$ cat config.mk
export PLATFORM = sky130hd
export DESIGN_NAME = ompg_gate
export DESIGN_NICKNAME = d
export VERILOG_FILES = /design/src/verilog/ompg_pkg.sv /design/src/verilog/ompg_permit.sv /design/src/verilog/ompg_counter.sv /design/src/verilog/ompg_gate.sv
export SDC_FILE = /design/constraint.sdc
export NUM_CORES = 1
export LEC_CHECK = 0
export BUFFER_PORTS_ARGS = -buffer_cell sky130_fd_sc_hd__buf_2
export CAP_MARGIN = 0
export CORE_UTILIZATION = 47
export DETAILED_ROUTE_END_ITERATION = 6
export PLACE_DENSITY_LB_ADDON = 0.3
export SYNTH_ARGS = -nofsm -noshare
export SYNTH_HDL_FRONTEND = slang
export SYNTH_HIERARCHICAL = 1
export SYNTH_SLANG_ARGS = --single-unit
$ cat constraint.sdc
create_clock -name clk_i -period 2 [get_ports clk_i]
set_clock_uncertainty 0.2 [all_clocks]
set_input_delay 0.1 -clock clk_i [delete_from_list [all_inputs] [get_ports clk_i]]
set_output_delay 0.1 -clock clk_i [all_outputs]
set_load 0.005 [all_outputs]
$ cat src/verilog/ompg_pkg.sv
// constants shared by the option memory program gate
package ompg_pkg;

   // command and data widths
   localparam int unsigned CMD_ADDR_W = 16;
   localparam int unsigned CMD_DATA_W = 32;
   localparam int unsigned WB_ADDR_W  = 8;
   localparam int unsigned WB_DATA_W  = 32;
   localparam int unsigned CNT_W      = 16;

   // command source encodings
   localparam logic [1:0] SRC_SELF   = 2'h0;
   localparam logic [1:0] SRC_SERIAL = 2'h1;
   localparam logic [1:0] SRC_DEBUG  = 2'h2;

   // life-cycle state encodings
   localparam logic [1:0] LCS_SECURE_SOFTWARE_DEVELOPMENT    = 2'h1;
   localparam logic [1:0] LCS_NONSECURE_SOFTWARE_DEVELOPMENT = 2'h2;

   // debug level encodings
   localparam logic [1:0] DBG_NONSECURE_DEBUG_LEVEL = 2'h1;
   localparam logic [1:0] DBG_FULL_DEBUG_LEVEL      = 2'h2;

   // register byte offsets
   localparam logic [7:0] REG_CTRL         = 8'h00;
   localparam logic [7:0] REG_STATUS       = 8'h04;
   localparam logic [7:0] REG_LAST_REJECT  = 8'h08;
   localparam logic [7:0] REG_ACCEPT_COUNT = 8'h0C;
   localparam logic [7:0] REG_REJECT_COUNT = 8'h10;
   localparam logic [7:0] REG_REJECT_ADDR  = 8'h14;

   // control register fields
   localparam int unsigned CTRL_GATE_EN_BIT = 0;
   localparam int unsigned CTRL_CNT_CLR_BIT = 1;
   localparam logic        CTRL_GATE_EN_RST = 1'b1;

   // status register fields
   localparam int unsigned STAT_REJECT_BIT = 0;
   localparam int unsigned STAT_BUSY_BIT   = 1;
   localparam int unsigned STAT_LCS_LSB    = 2;
   localparam int unsigned STAT_DBG_LSB    = 4;

   // last reject register fields
   localparam int unsigned LREJ_SRC_LSB     = 0;
   localparam int unsigned LREJ_REGION_BIT  = 2;
   localparam int unsigned LREJ_ACCESS_BIT  = 3;
   localparam logic [3:0]  LREJ_RST         = 4'h0;

endpackage

$ cat src/verilog/ompg_permit.sv
// permission decision for one option memory programming command
`timescale 1ns/1ns
module ompg_permit (
   input  wire logic       gate_en_i,
   input  wire logic [1:0] source_i,
   input  wire logic       secure_region_i,
   input  wire logic       secure_access_i,
   input  wire logic [1:0] lcs_i,
   input  wire logic [1:0] dbg_i,
   output logic            permit_o
);

   wire lcs_ssd  = (lcs_i == ompg_pkg::LCS_SECURE_SOFTWARE_DEVELOPMENT);
   wire lcs_nsd  = (lcs_i == ompg_pkg::LCS_NONSECURE_SOFTWARE_DEVELOPMENT);
   wire dbg_full = (dbg_i == ompg_pkg::DBG_FULL_DEBUG_LEVEL);
   wire dbg_ns   = (dbg_i == ompg_pkg::DBG_NONSECURE_DEBUG_LEVEL);

   wire self_ok   = secure_region_i ? secure_access_i
                                    : 1'b1;
   wire serial_ok = secure_region_i ? lcs_ssd
                                    : (lcs_ssd | lcs_nsd);
   wire debug_ok  = secure_region_i ? dbg_full
                                    : (dbg_full | dbg_ns);

   // unknown sources and a closed gate never pass
   assign permit_o = gate_en_i &
      (((source_i == ompg_pkg::SRC_SELF)   & self_ok)   |
       ((source_i == ompg_pkg::SRC_SERIAL) & serial_ok) |
       ((source_i == ompg_pkg::SRC_DEBUG)  & debug_ok));

endmodule // ompg_permit

$ cat src/verilog/ompg_counter.sv
// saturating event counter with synchronous clear
`timescale 1ns/1ns
module ompg_counter (
   input  wire logic                          clk_i,
   input  wire logic                          rst_i,
   input  wire logic                          clr_i,
   input  wire logic                          inc_i,
   output logic [ompg_pkg::CNT_W-1:0]         count_o
);

   wire at_max = &count_o;

   always_ff @(posedge clk_i) begin
      if (rst_i | clr_i) begin
         count_o <= '0;
      end else if (inc_i & ~at_max) begin
         count_o <= count_o + 1'b1;
      end
   end

endmodule // ompg_counter

$ cat src/verilog/ompg_gate.sv
// option memory program gate: checks commands, forwards or rejects them
//
// Summary of operation
// - Self-programming, secure region: passes only for a secure access.
// - Self-programming, other region: passes for any access.
// - Serial, secure region: passes only in secure_software_development.
// - Debugger, secure region: passes only at full_debug_level.
// - Debugger, other region: full_debug_level or nonsecure_debug_level.
//
// Added by the designer: the register offsets and the Wishbone interface to the registers.
`timescale 1ns/1ns
module ompg_gate (
   input  wire logic                               clk_i,
   input  wire logic                               rst_i,
   // command sources
   input  wire logic                               cmd_valid_i,
   output logic                                    cmd_ready_o,
   input  wire logic [1:0]                         cmd_source_i,
   input  wire logic                               cmd_secure_region_i,
   input  wire logic                               cmd_secure_access_i,
   input  wire logic [ompg_pkg::CMD_ADDR_W-1:0]    cmd_addr_i,
   input  wire logic [ompg_pkg::CMD_DATA_W-1:0]    cmd_wdata_i,
   output logic                                    resp_valid_o,
   output logic                                    resp_error_o,
   // device state
   input  wire logic [1:0]                         lcs_i,
   input  wire logic [1:0]                         dbg_level_i,
   // option memory sequencer
   output logic                                    seq_valid_o,
   input  wire logic                               seq_ready_i,
   output logic                                    seq_secure_region_o,
   output logic [ompg_pkg::CMD_ADDR_W-1:0]         seq_addr_o,
   output logic [ompg_pkg::CMD_DATA_W-1:0]         seq_wdata_o,
   // sticky error level
   output logic                                    error_o,
   // classic wishbone slave
   input  wire logic                               wb_cyc_i,
   input  wire logic                               wb_stb_i,
   input  wire logic                               wb_we_i,
   input  wire logic [ompg_pkg::WB_ADDR_W-1:0]     wb_adr_i,
   input  wire logic [3:0]                         wb_sel_i,
   input  wire logic [ompg_pkg::WB_DATA_W-1:0]     wb_dat_i,
   output logic [ompg_pkg::WB_DATA_W-1:0]          wb_dat_o,
   output logic                                    wb_ack_o
);

   typedef enum logic [1:0] {
      ST_IDLE,
      ST_CHECK,
      ST_ISSUE,
      ST_REJECT
   } ompg_state_type;

   ompg_state_type state;
   ompg_state_type next_state;

   // captured command
   logic [1:0]                       cap_source;
   logic                             cap_region;
   logic                             cap_access;
   logic [ompg_pkg::CMD_ADDR_W-1:0]  cap_addr;
   logic [ompg_pkg::CMD_DATA_W-1:0]  cap_wdata;

   // software visible state
   logic                             gate_en;
   logic                             reject_flag;
   logic [3:0]                       last_reject;
   logic [ompg_pkg::CMD_ADDR_W-1:0]  reject_addr;
   logic [ompg_pkg::CNT_W-1:0]       accept_count;
   logic [ompg_pkg::CNT_W-1:0]       reject_count;

   wire permit;
   wire cmd_take;
   wire seq_take;
   wire accept_ev;
   wire reject_ev;

   // decision on the captured command and the present device state
   ompg_permit u_permit (
      .gate_en_i       (gate_en),
      .source_i        (cap_source),
      .secure_region_i (cap_region),
      .secure_access_i (cap_access),
      .lcs_i           (lcs_i),
      .dbg_i           (dbg_level_i),
      .permit_o        (permit)
   );

   // handshake strobes on both sides
   assign cmd_take  = cmd_valid_i & cmd_ready_o;
   assign seq_take  = seq_valid_o & seq_ready_i;
   assign accept_ev = (state == ST_ISSUE) & seq_take;
   assign reject_ev = (state == ST_REJECT);

   // command sequence
   always_comb begin
      next_state = state;
      case (state)
         ST_IDLE: begin
            if (cmd_take) begin
               next_state = ST_CHECK;
            end
         end
         ST_CHECK: begin
            // decides on the captured command and the live lcs_i and dbg_level_i
            if (permit) begin
               next_state = ST_ISSUE;
            end else begin
               next_state = ST_REJECT;
            end
         end
         ST_ISSUE: begin
            if (seq_take) begin
               next_state = ST_IDLE;
            end
         end
         ST_REJECT: begin
            next_state = ST_IDLE;
         end
         default: begin
            next_state = ST_IDLE;
         end
      endcase
   end

   always_ff @(posedge clk_i) begin
      if (rst_i) begin
         state <= ST_IDLE;
      end else begin
         state <= next_state;
      end
   end

   always_ff @(posedge clk_i) begin
      if (rst_i) begin
         cap_source <= 2'h0;
         cap_region <= 1'b0;
         cap_access <= 1'b0;
         cap_addr   <= '0;
         cap_wdata  <= '0;
      end else if (cmd_take) begin
         cap_source <= cmd_source_i;
         cap_region <= cmd_secure_region_i;
         cap_access <= cmd_secure_access_i;
         cap_addr   <= cmd_addr_i;
         cap_wdata  <= cmd_wdata_i;
      end
   end

   // source side handshake, all registered
   // ready returns with the answer: one command in flight at a time
   always_ff @(posedge clk_i) begin
      if (rst_i) begin
         cmd_ready_o  <= 1'b0;
         resp_valid_o <= 1'b0;
         resp_error_o <= 1'b0;
      end else begin
         cmd_ready_o  <= (next_state == ST_IDLE) & ~cmd_take;
         resp_valid_o <= accept_ev | reject_ev;
         resp_error_o <= reject_ev;
      end
   end

   // sequencer side: only permitted commands are ever presented
   always_ff @(posedge clk_i) begin
      if (rst_i) begin
         seq_valid_o         <= 1'b0;
         seq_secure_region_o <= 1'b0;
         seq_addr_o          <= '0;
         seq_wdata_o         <= '0;
      end else begin
         seq_valid_o <= (next_state == ST_ISSUE);
         if ((state == ST_CHECK) & permit) begin
            seq_secure_region_o <= cap_region;
            seq_addr_o          <= cap_addr;
            seq_wdata_o         <= cap_wdata;
         end
      end
   end

   // event counters
   wire cnt_clr;

   ompg_counter u_accept_cnt (
      .clk_i   (clk_i),
      .rst_i   (rst_i),
      .clr_i   (cnt_clr),
      .inc_i   (accept_ev),
      .count_o (accept_count)
   );

   ompg_counter u_reject_cnt (
      .clk_i   (clk_i),
      .rst_i   (rst_i),
      .clr_i   (cnt_clr),
      .inc_i   (reject_ev),
      .count_o (reject_count)
   );

   // register bus decode
   wire        wb_req   = wb_cyc_i & wb_stb_i & ~wb_ack_o;
   wire        wb_wr    = wb_req & wb_we_i & wb_sel_i[0];
   wire        hit_ctrl = (wb_adr_i == ompg_pkg::REG_CTRL);
   wire        hit_stat = (wb_adr_i == ompg_pkg::REG_STATUS);
   wire        hit_lrej = (wb_adr_i == ompg_pkg::REG_LAST_REJECT);
   wire        hit_acnt = (wb_adr_i == ompg_pkg::REG_ACCEPT_COUNT);
   wire        hit_rcnt = (wb_adr_i == ompg_pkg::REG_REJECT_COUNT);
   wire        hit_radr = (wb_adr_i == ompg_pkg::REG_REJECT_ADDR);
   wire        wr_ctrl  = wb_wr & hit_ctrl;
   wire        wr_stat  = wb_wr & hit_stat;
   wire        clr_rej  = wr_stat & wb_dat_i[ompg_pkg::STAT_REJECT_BIT];

   assign cnt_clr = wr_ctrl & wb_dat_i[ompg_pkg::CTRL_CNT_CLR_BIT];

   // read words: each field sits at its named bit position
   logic [31:0] rd_ctrl;
   logic [31:0] rd_stat;
   wire         busy = (state != ST_IDLE);

   always_comb begin
      rd_ctrl = 32'h0;
      rd_ctrl[ompg_pkg::CTRL_GATE_EN_BIT] = gate_en;
   end

   always_comb begin
      rd_stat = 32'h0;
      rd_stat[ompg_pkg::STAT_REJECT_BIT]   = reject_flag;
      rd_stat[ompg_pkg::STAT_BUSY_BIT]     = busy;
      rd_stat[ompg_pkg::STAT_LCS_LSB +: 2] = lcs_i;
      rd_stat[ompg_pkg::STAT_DBG_LSB +: 2] = dbg_level_i;
   end

   wire [31:0] rd_lrej  = {28'h0, last_reject};
   wire [31:0] rd_acnt  = {16'h0, accept_count};
   wire [31:0] rd_rcnt  = {16'h0, reject_count};
   wire [31:0] rd_radr  = {16'h0, reject_addr};
   wire [31:0] rd_data  = hit_ctrl ? rd_ctrl :
                          hit_stat ? rd_stat :
                          hit_lrej ? rd_lrej :
                          hit_acnt ? rd_acnt :
                          hit_rcnt ? rd_rcnt :
                          hit_radr ? rd_radr : 32'h0;

   // one wait state answer; unmapped addresses read zero
   always_ff @(posedge clk_i) begin
      if (rst_i) begin
         wb_ack_o <= 1'b0;
         wb_dat_o <= '0;
      end else begin
         wb_ack_o <= wb_req;
         wb_dat_o <= wb_req ? rd_data : 32'h0;
      end
   end

   // gate enable: while low every command is refused
   always_ff @(posedge clk_i) begin
      if (rst_i) begin
         gate_en <= ompg_pkg::CTRL_GATE_EN_RST;
      end else if (wr_ctrl) begin
         gate_en <= wb_dat_i[ompg_pkg::CTRL_GATE_EN_BIT];
      end
   end

   // sticky error: a new rejection wins over a clear in the same cycle
   wire next_reject_flag = reject_ev | (reject_flag & ~clr_rej);

   always_ff @(posedge clk_i) begin
      if (rst_i) begin
         reject_flag <= 1'b0;
      end else begin
         reject_flag <= next_reject_flag;
      end
   end

   // the error pin has a flop of its own, a copy of the flag
   always_ff @(posedge clk_i) begin
      if (rst_i) begin
         error_o <= 1'b0;
      end else begin
         error_o <= next_reject_flag;
      end
   end

   // rejected command packed at its named field positions
   logic [3:0] next_last_reject;

   always_comb begin
      next_last_reject = ompg_pkg::LREJ_RST;
      next_last_reject[ompg_pkg::LREJ_SRC_LSB +: 2] = cap_source;
      next_last_reject[ompg_pkg::LREJ_REGION_BIT]   = cap_region;
      next_last_reject[ompg_pkg::LREJ_ACCESS_BIT]   = cap_access;
   end

   always_ff @(posedge clk_i) begin
      if (rst_i) begin
         last_reject <= ompg_pkg::LREJ_RST;
         reject_addr <= '0;
      end else if (reject_ev) begin
         last_reject <= next_last_reject;
         reject_addr <= cap_addr;
      end
   end

endmodule // ompg_gate

; Word-level counts from Yosys, hierarchy flattened
; Cells that the tools add are included.
[totals]
register_bits = 194
latch_bits = 0
ramBits = 0
rom_bits = 0
output_inout_bits = 87
word_cells = 98
mem_count = 0
[op_classes]
n_addsub = 2
n_mul = 0
n_div = 0
magnitude_cmp = 0
n_eq_ne = 15
shift = 0
muxes = 13
bitwise = 33
n_reduce_logical = 11
[op_table]
columns = op, count
row1 = 16-bit two-way mux, 3
row2 = "16-bit by 1-bit adder with 16-bit output, second input constant", 2
row3 = 16-bit AND reduction, 2
row4 = 1-bit bitwise AND, 20
row5 = "8-bit by 4-bit equality test with 1-bit output, second input constant", 2
row6 = "8-bit by 5-bit equality test with 1-bit output, second input constant", 2
row7 = "2-bit equality test, second input constant", 6
row8 = 6-bit two-way mux, 2
row9 = "2-bit by 1-bit equality test with 1-bit output, second input constant", 4
row10 = "8-bit by 3-bit equality test with 1-bit output, second input constant", 1
row11 = 8-bit zero test, 1
row12 = 2-bit one-hot mux with 4 select lines, 1
row13 = 1-bit OR, 7
row14 = 7-bit OR reduction, 1
row15 = 2-bit zero test, 3
row16 = 1-bit inverter, 6
row17 = 1-bit two-way mux, 5
row18 = 5-bit OR reduction, 1
row19 = 2-bit two-way mux, 2
row20 = 3-bit OR reduction, 1
row21 = 2-bit nonzero test, 1
row22 = 2-bit OR reduction, 1

; Longest topological paths before layout
[depth]
depth_word = 11
depth_mapped = 11
ltp_nobuf = 8

; Modules after synthesis
; Netlist, hierarchy kept.
[by_module_without_submodules]
columns = mod, instances, cells_each, area_each_um2
row1 = ompg_gate, 1, 692, 5552.8
row2 = ompg_counter, 2, 92, 814.5
row3 = ompg_permit, 1, 13, 93.8

; Worst setup path before layout
; Ideal clock, no wire load.
[synth_timing]
kind = register -> register
start = reg state[0]
end = reg u_reject_cnt/count_o[15] (netlist name)
setup_time_ps = 71
t_arrival_ps = 1933
path_slack_ps = -204
stages_incl_launch_ff = 8
n_path_buf = 1
path_cell_list = dfxtp_1 -> nand2_1 -> inv_1 -> clkbuf_1 -> and3_1 -> nand4_2 -> or4_1 -> a21oi_1
[synth_between]
elab_chain_len = 2
[synth_lines]
columns = item, line
row1 = start: declaration, ompg_gate.sv:54  ; ompg_state_type state;
row2 = start signal: assignment, ompg_gate.sv:130  ; state <= next_state;
row3 = 2-bit equality test, ompg_gate.sv:93  ; assign reject_ev = (state == ST_REJECT);
row4 = named net reject_ev, ompg_gate.sv:76  ; wire reject_ev;
row5 = 1-bit bitwise AND, ompg_counter.sv:16  ; end else if (inc_i & ~at_max) begin
row6 = end signal: assignment, ompg_counter.sv:17  ; count_o <= count_o + 1'b1;
row7 = end: declaration, ompg_counter.sv:8  ; output logic [ompg_pkg::CNT_W-1:0] count_o
; The timed path passes the listed nets, and every way through them passes these cells.
; A chain may end at the register's enable or synchronous reset.

; Worst setup path after layout
[layout_timing]
start = reg state[1]
end = reg u_accept_cnt/count_o[9] (netlist name)
[layout_between]
elab_chain_len = 3
[layout_lines]
columns = item, line
row1 = 2-bit equality test, ompg_gate.sv:92  ; assign accept_ev = (state == ST_ISSUE) & seq_take;
row2 = 1-bit bitwise AND, ompg_gate.sv:92
row3 = named net accept_ev, ompg_gate.sv:75  ; wire accept_ev;
row4 = 1-bit bitwise AND, ompg_counter.sv:16
row5 = end signal: assignment, ompg_counter.sv:17
row6 = end: declaration, ompg_counter.sv:8
; The timed path passes the listed nets, and every way through them passes these cells.

==> impl_metrics.json <==
{
  "hold-worst-slack_ns": 0.0226,
  "grt_pass1_vias": 6586,
  "synth_area_um2": 7280,
  "required_ns": 2.09,
  "syn_avg_cell_area_um2": 8.18,
  "dr.pass1.iters": 5,
  "grtUsageTotal_pct": 24.9,
  "num_vias": 7166,
  "max_cap_violations": 0,
  "pre_cts_ws_ns": -0.0898,
  "setup_viol": 1,
  "holdPathStages": 5,
  "numClockSinks": 178,
  "fin_crit_ns": 2.01,
  "drc_errors": 0,
  "ant_nets": 0,
  "drv_slew": 0,
  "synth_top_family_by_area": "simple AND/OR/NAND/NOR gates",
  "end_kind": "flip-flop",
  "ys.flop_type": "dfxtp_1",
  "tritoncts": "built",
  "synthCells": 889,
  "cellLeakagePower_nw": 3.95,
  "numCtsBuffers": 17,
  "hpwl_um": 12700,
  "ys.warnings.count": 6,
  "placed_area_um2": 8410,
  "final_cell_mix": "nand2_1, dfxtp_1, a21oi_1, buf_2, dlygate4sd3_1",
  "fmax_mhz": 499,
  "clkTransAtPathRegs_ns": 0.06,
  "h-tree-depth": 4,
  "drt_iter0_markers": 539,
  "cp.arrival_ns": 2.09,
  "stdcell_count": 1324,
  "placed_cells": 1218,
  "peakVddDrop_v": 0.000539,
  "io_buffers": 144,
  "async_flop_share_pct": 0,
  "totalPowerFinal_mw": 7.56,
  "grt-ovfl-total": 0,
  "rows": 45,
  "synth.area.mux_share_pct": 3.01,
  "hold_class": "in -> reg",
  "r2r_end": "u_accept_cnt/count_o[9]",
  "grt_pass1_wl_um": 31700,
  "fp.dieH_um": 126,
  "critPathMaxFanout": 6,
  "root_buffer": "clkbuf_16",
  "routabilityCongestion": 0.863,
  "yosysUniqueCellTypes": 56,
  "drive_gt1_share_pct": 26.7,
  "violations": "negative setup slack",
  "routedWlPerCell_um": 15.6,
  "ios": 194,
  "routed_via_density": 5.41,
  "r2r-start": "state[1]",
  "fp.dieW_um": 126,
  "rr_worst_depth": 7,
  "synthAdderAreaFrac_pct": 0.688,
  "final_common_cell": "nand2_1",
  "synth-edff-count": 0,
  "totalWireLength_um": 20600,
  "insertion_delay_ns": 0.42,
  "grt_max_degree": 83,
  "antenna_found_initial": 0,
  "nNetsFinal": 1236,
  "power.density_nw_per_um2": 755,
  "maxSlewHeadroom_pct": 44.3,
  "worst-setup-path-type": "reg -> reg",
  "status": "finished, violations left",
  "initial_utilization_pct": 48.0,
  "synth_simple_gate_area_share_pct": 25.1,
  "ys_seq_area_share_pct": 49.0,
  "final-hold-violation-count": 0,
  "utilization_pct": 66.0,
  "die_area_um2": 16000,
  "start_kind": "flip-flop",
  "r2r_setup_slack_ns": -0.006,
  "crit_start": "state[1]",
  "cts.path.max_buffers": 2,
  "num_antenna_cells": 0,
  "synth_xor_area_share_pct": 0.241,
  "synth-seq-cells": 178,
  "endpoint": "u_accept_cnt/count_o[9]",
  "area_growth_pct": 37.5,
  "timing.final.ws_setup_ns": -0.00585,
  "synth-compound-area-share_pct": 17.1,
  "fin_crit_sh_pct": 100,
  "tightest_slew_ns": 0.835,
  "fp.coreArea_um2": 15100,
  "tns_ns": -0.00585,
  "final_area_um2": 10000
}
-- power breakdown --
group	internal (mW)	switching [mW]
Combinational	0.309	0.337
Sequential	3.62	0.0476
Clock	1.88	1.37
-- routing by layer --
layer | part of all wire, % | vias to the layer above | routed length [um] | global-route usage (%)
met1 | 42 | 3370 | 8760 | 30.4
met4 | 3.0 | 0 | 609 | 12.3
li1 | - | 3499 | - | -
met5 | 0 | - | 0 | 0
met2 | 48 | 245 | 9890 | 40.4
met3 | 6.6 | 52 | 1360 | 7.00
-- repair_timing --
action / in CTS / in global routing
resized for setup: 3 / 48
hold buffers: 67 / 1
pin swaps: 0 / 8
gates cloned: 0 / 4
endpoints found under the hold margin: 75 / 1
buffers inserted: 0 / 6
endpoints found under the setup margin: 16 / 79
-- sequential cells by signal (all words and copies together) (netlist names), 4 cells and up --
signal                flops
cap_wdata                32
cap_addr                 16
seq_wdata_o              32
reject_addr              16
last_reject               4
u_reject_cnt/count_o     16
seq_addr_o               16
u_accept_cnt/count_o     16
wb_dat_o                 16
-- synth_stat cells (7+ instances only) --
| master | instances | area [um2] |
|---|---|---|
| nor2_1 | 17 | 63.8 |
| dfxtp_1 | 178 | 3560 |
| nand4_1 | 10 | 62.6 |
| buf_4 | 16 | 120 |
| o41ai_1 | 8 | 70.1 |
| and2_1 | 8 | 50.1 |
| clkbuf_1 | 40 | 150 |
| inv_1 | 7 | 26.3 |
| o21ai_0 | 11 | 55.1 |
| and4_1 | 8 | 70.1 |
| a21oi_1 | 147 | 736 |
| nand3_1 | 14 | 70.1 |
| mux2_2 | 15 | 169 |
| o31ai_1 | 8 | 60.1 |
| or4_1 | 9 | 67.6 |
| o311ai_0 | 8 | 70.1 |
| nand2_1 | 284 | 1070 |
-- cells by family after synthesis --
group                    Yosys count
other                              1
AND/OR/NAND/NOR                  397
buffers and inverters             74
multiplexers                      20
flip-flops                       178
adder cells (fa/ha/maj)            4
AO/OA/AOI/OAI                    213
XOR/XNOR                           2
-- how the worst min path moves through the flow --
stage	to	from
final	wb_dat_o[3]	wb_adr_i[6]
after global routing	wb_dat_o[3]	wb_adr_i[6]
after CTS	u_reject_cnt/count_o[9]	wb_dat_i[1]
after detailed placement	gate_en	wb_dat_i[0]
after global placement	gate_en	wb_dat_i[0]
after floorplan	gate_en	wb_dat_i[0]
-- area by class of cell --
| type | count | area, um2 |
|---|---|---|
| repair buffers | 268 | 1960 |
| inverters | 8 | 30.0 |
| fillers | 1252 | 5140 |
| clock inverters | 6 | 71.3 |
| clock buffers | 24 | 502 |
| multi-input cells | 652 | 3630 |
| well taps | 188 | 235 |
| flip-flops and latches | 178 | 3570 |
-- critical path: stages (launching register included) --
cell and delay (ns):
dfxtp_2 0.34, nor2b_4 0.15, nor2b_4 0.17, and3_4 0.22
nand4_4 0.15, buf_4 0.19, o311ai_0 0.31, o41ai_1 0.14
No activity file was read; power rests on OpenSTA's default activity.
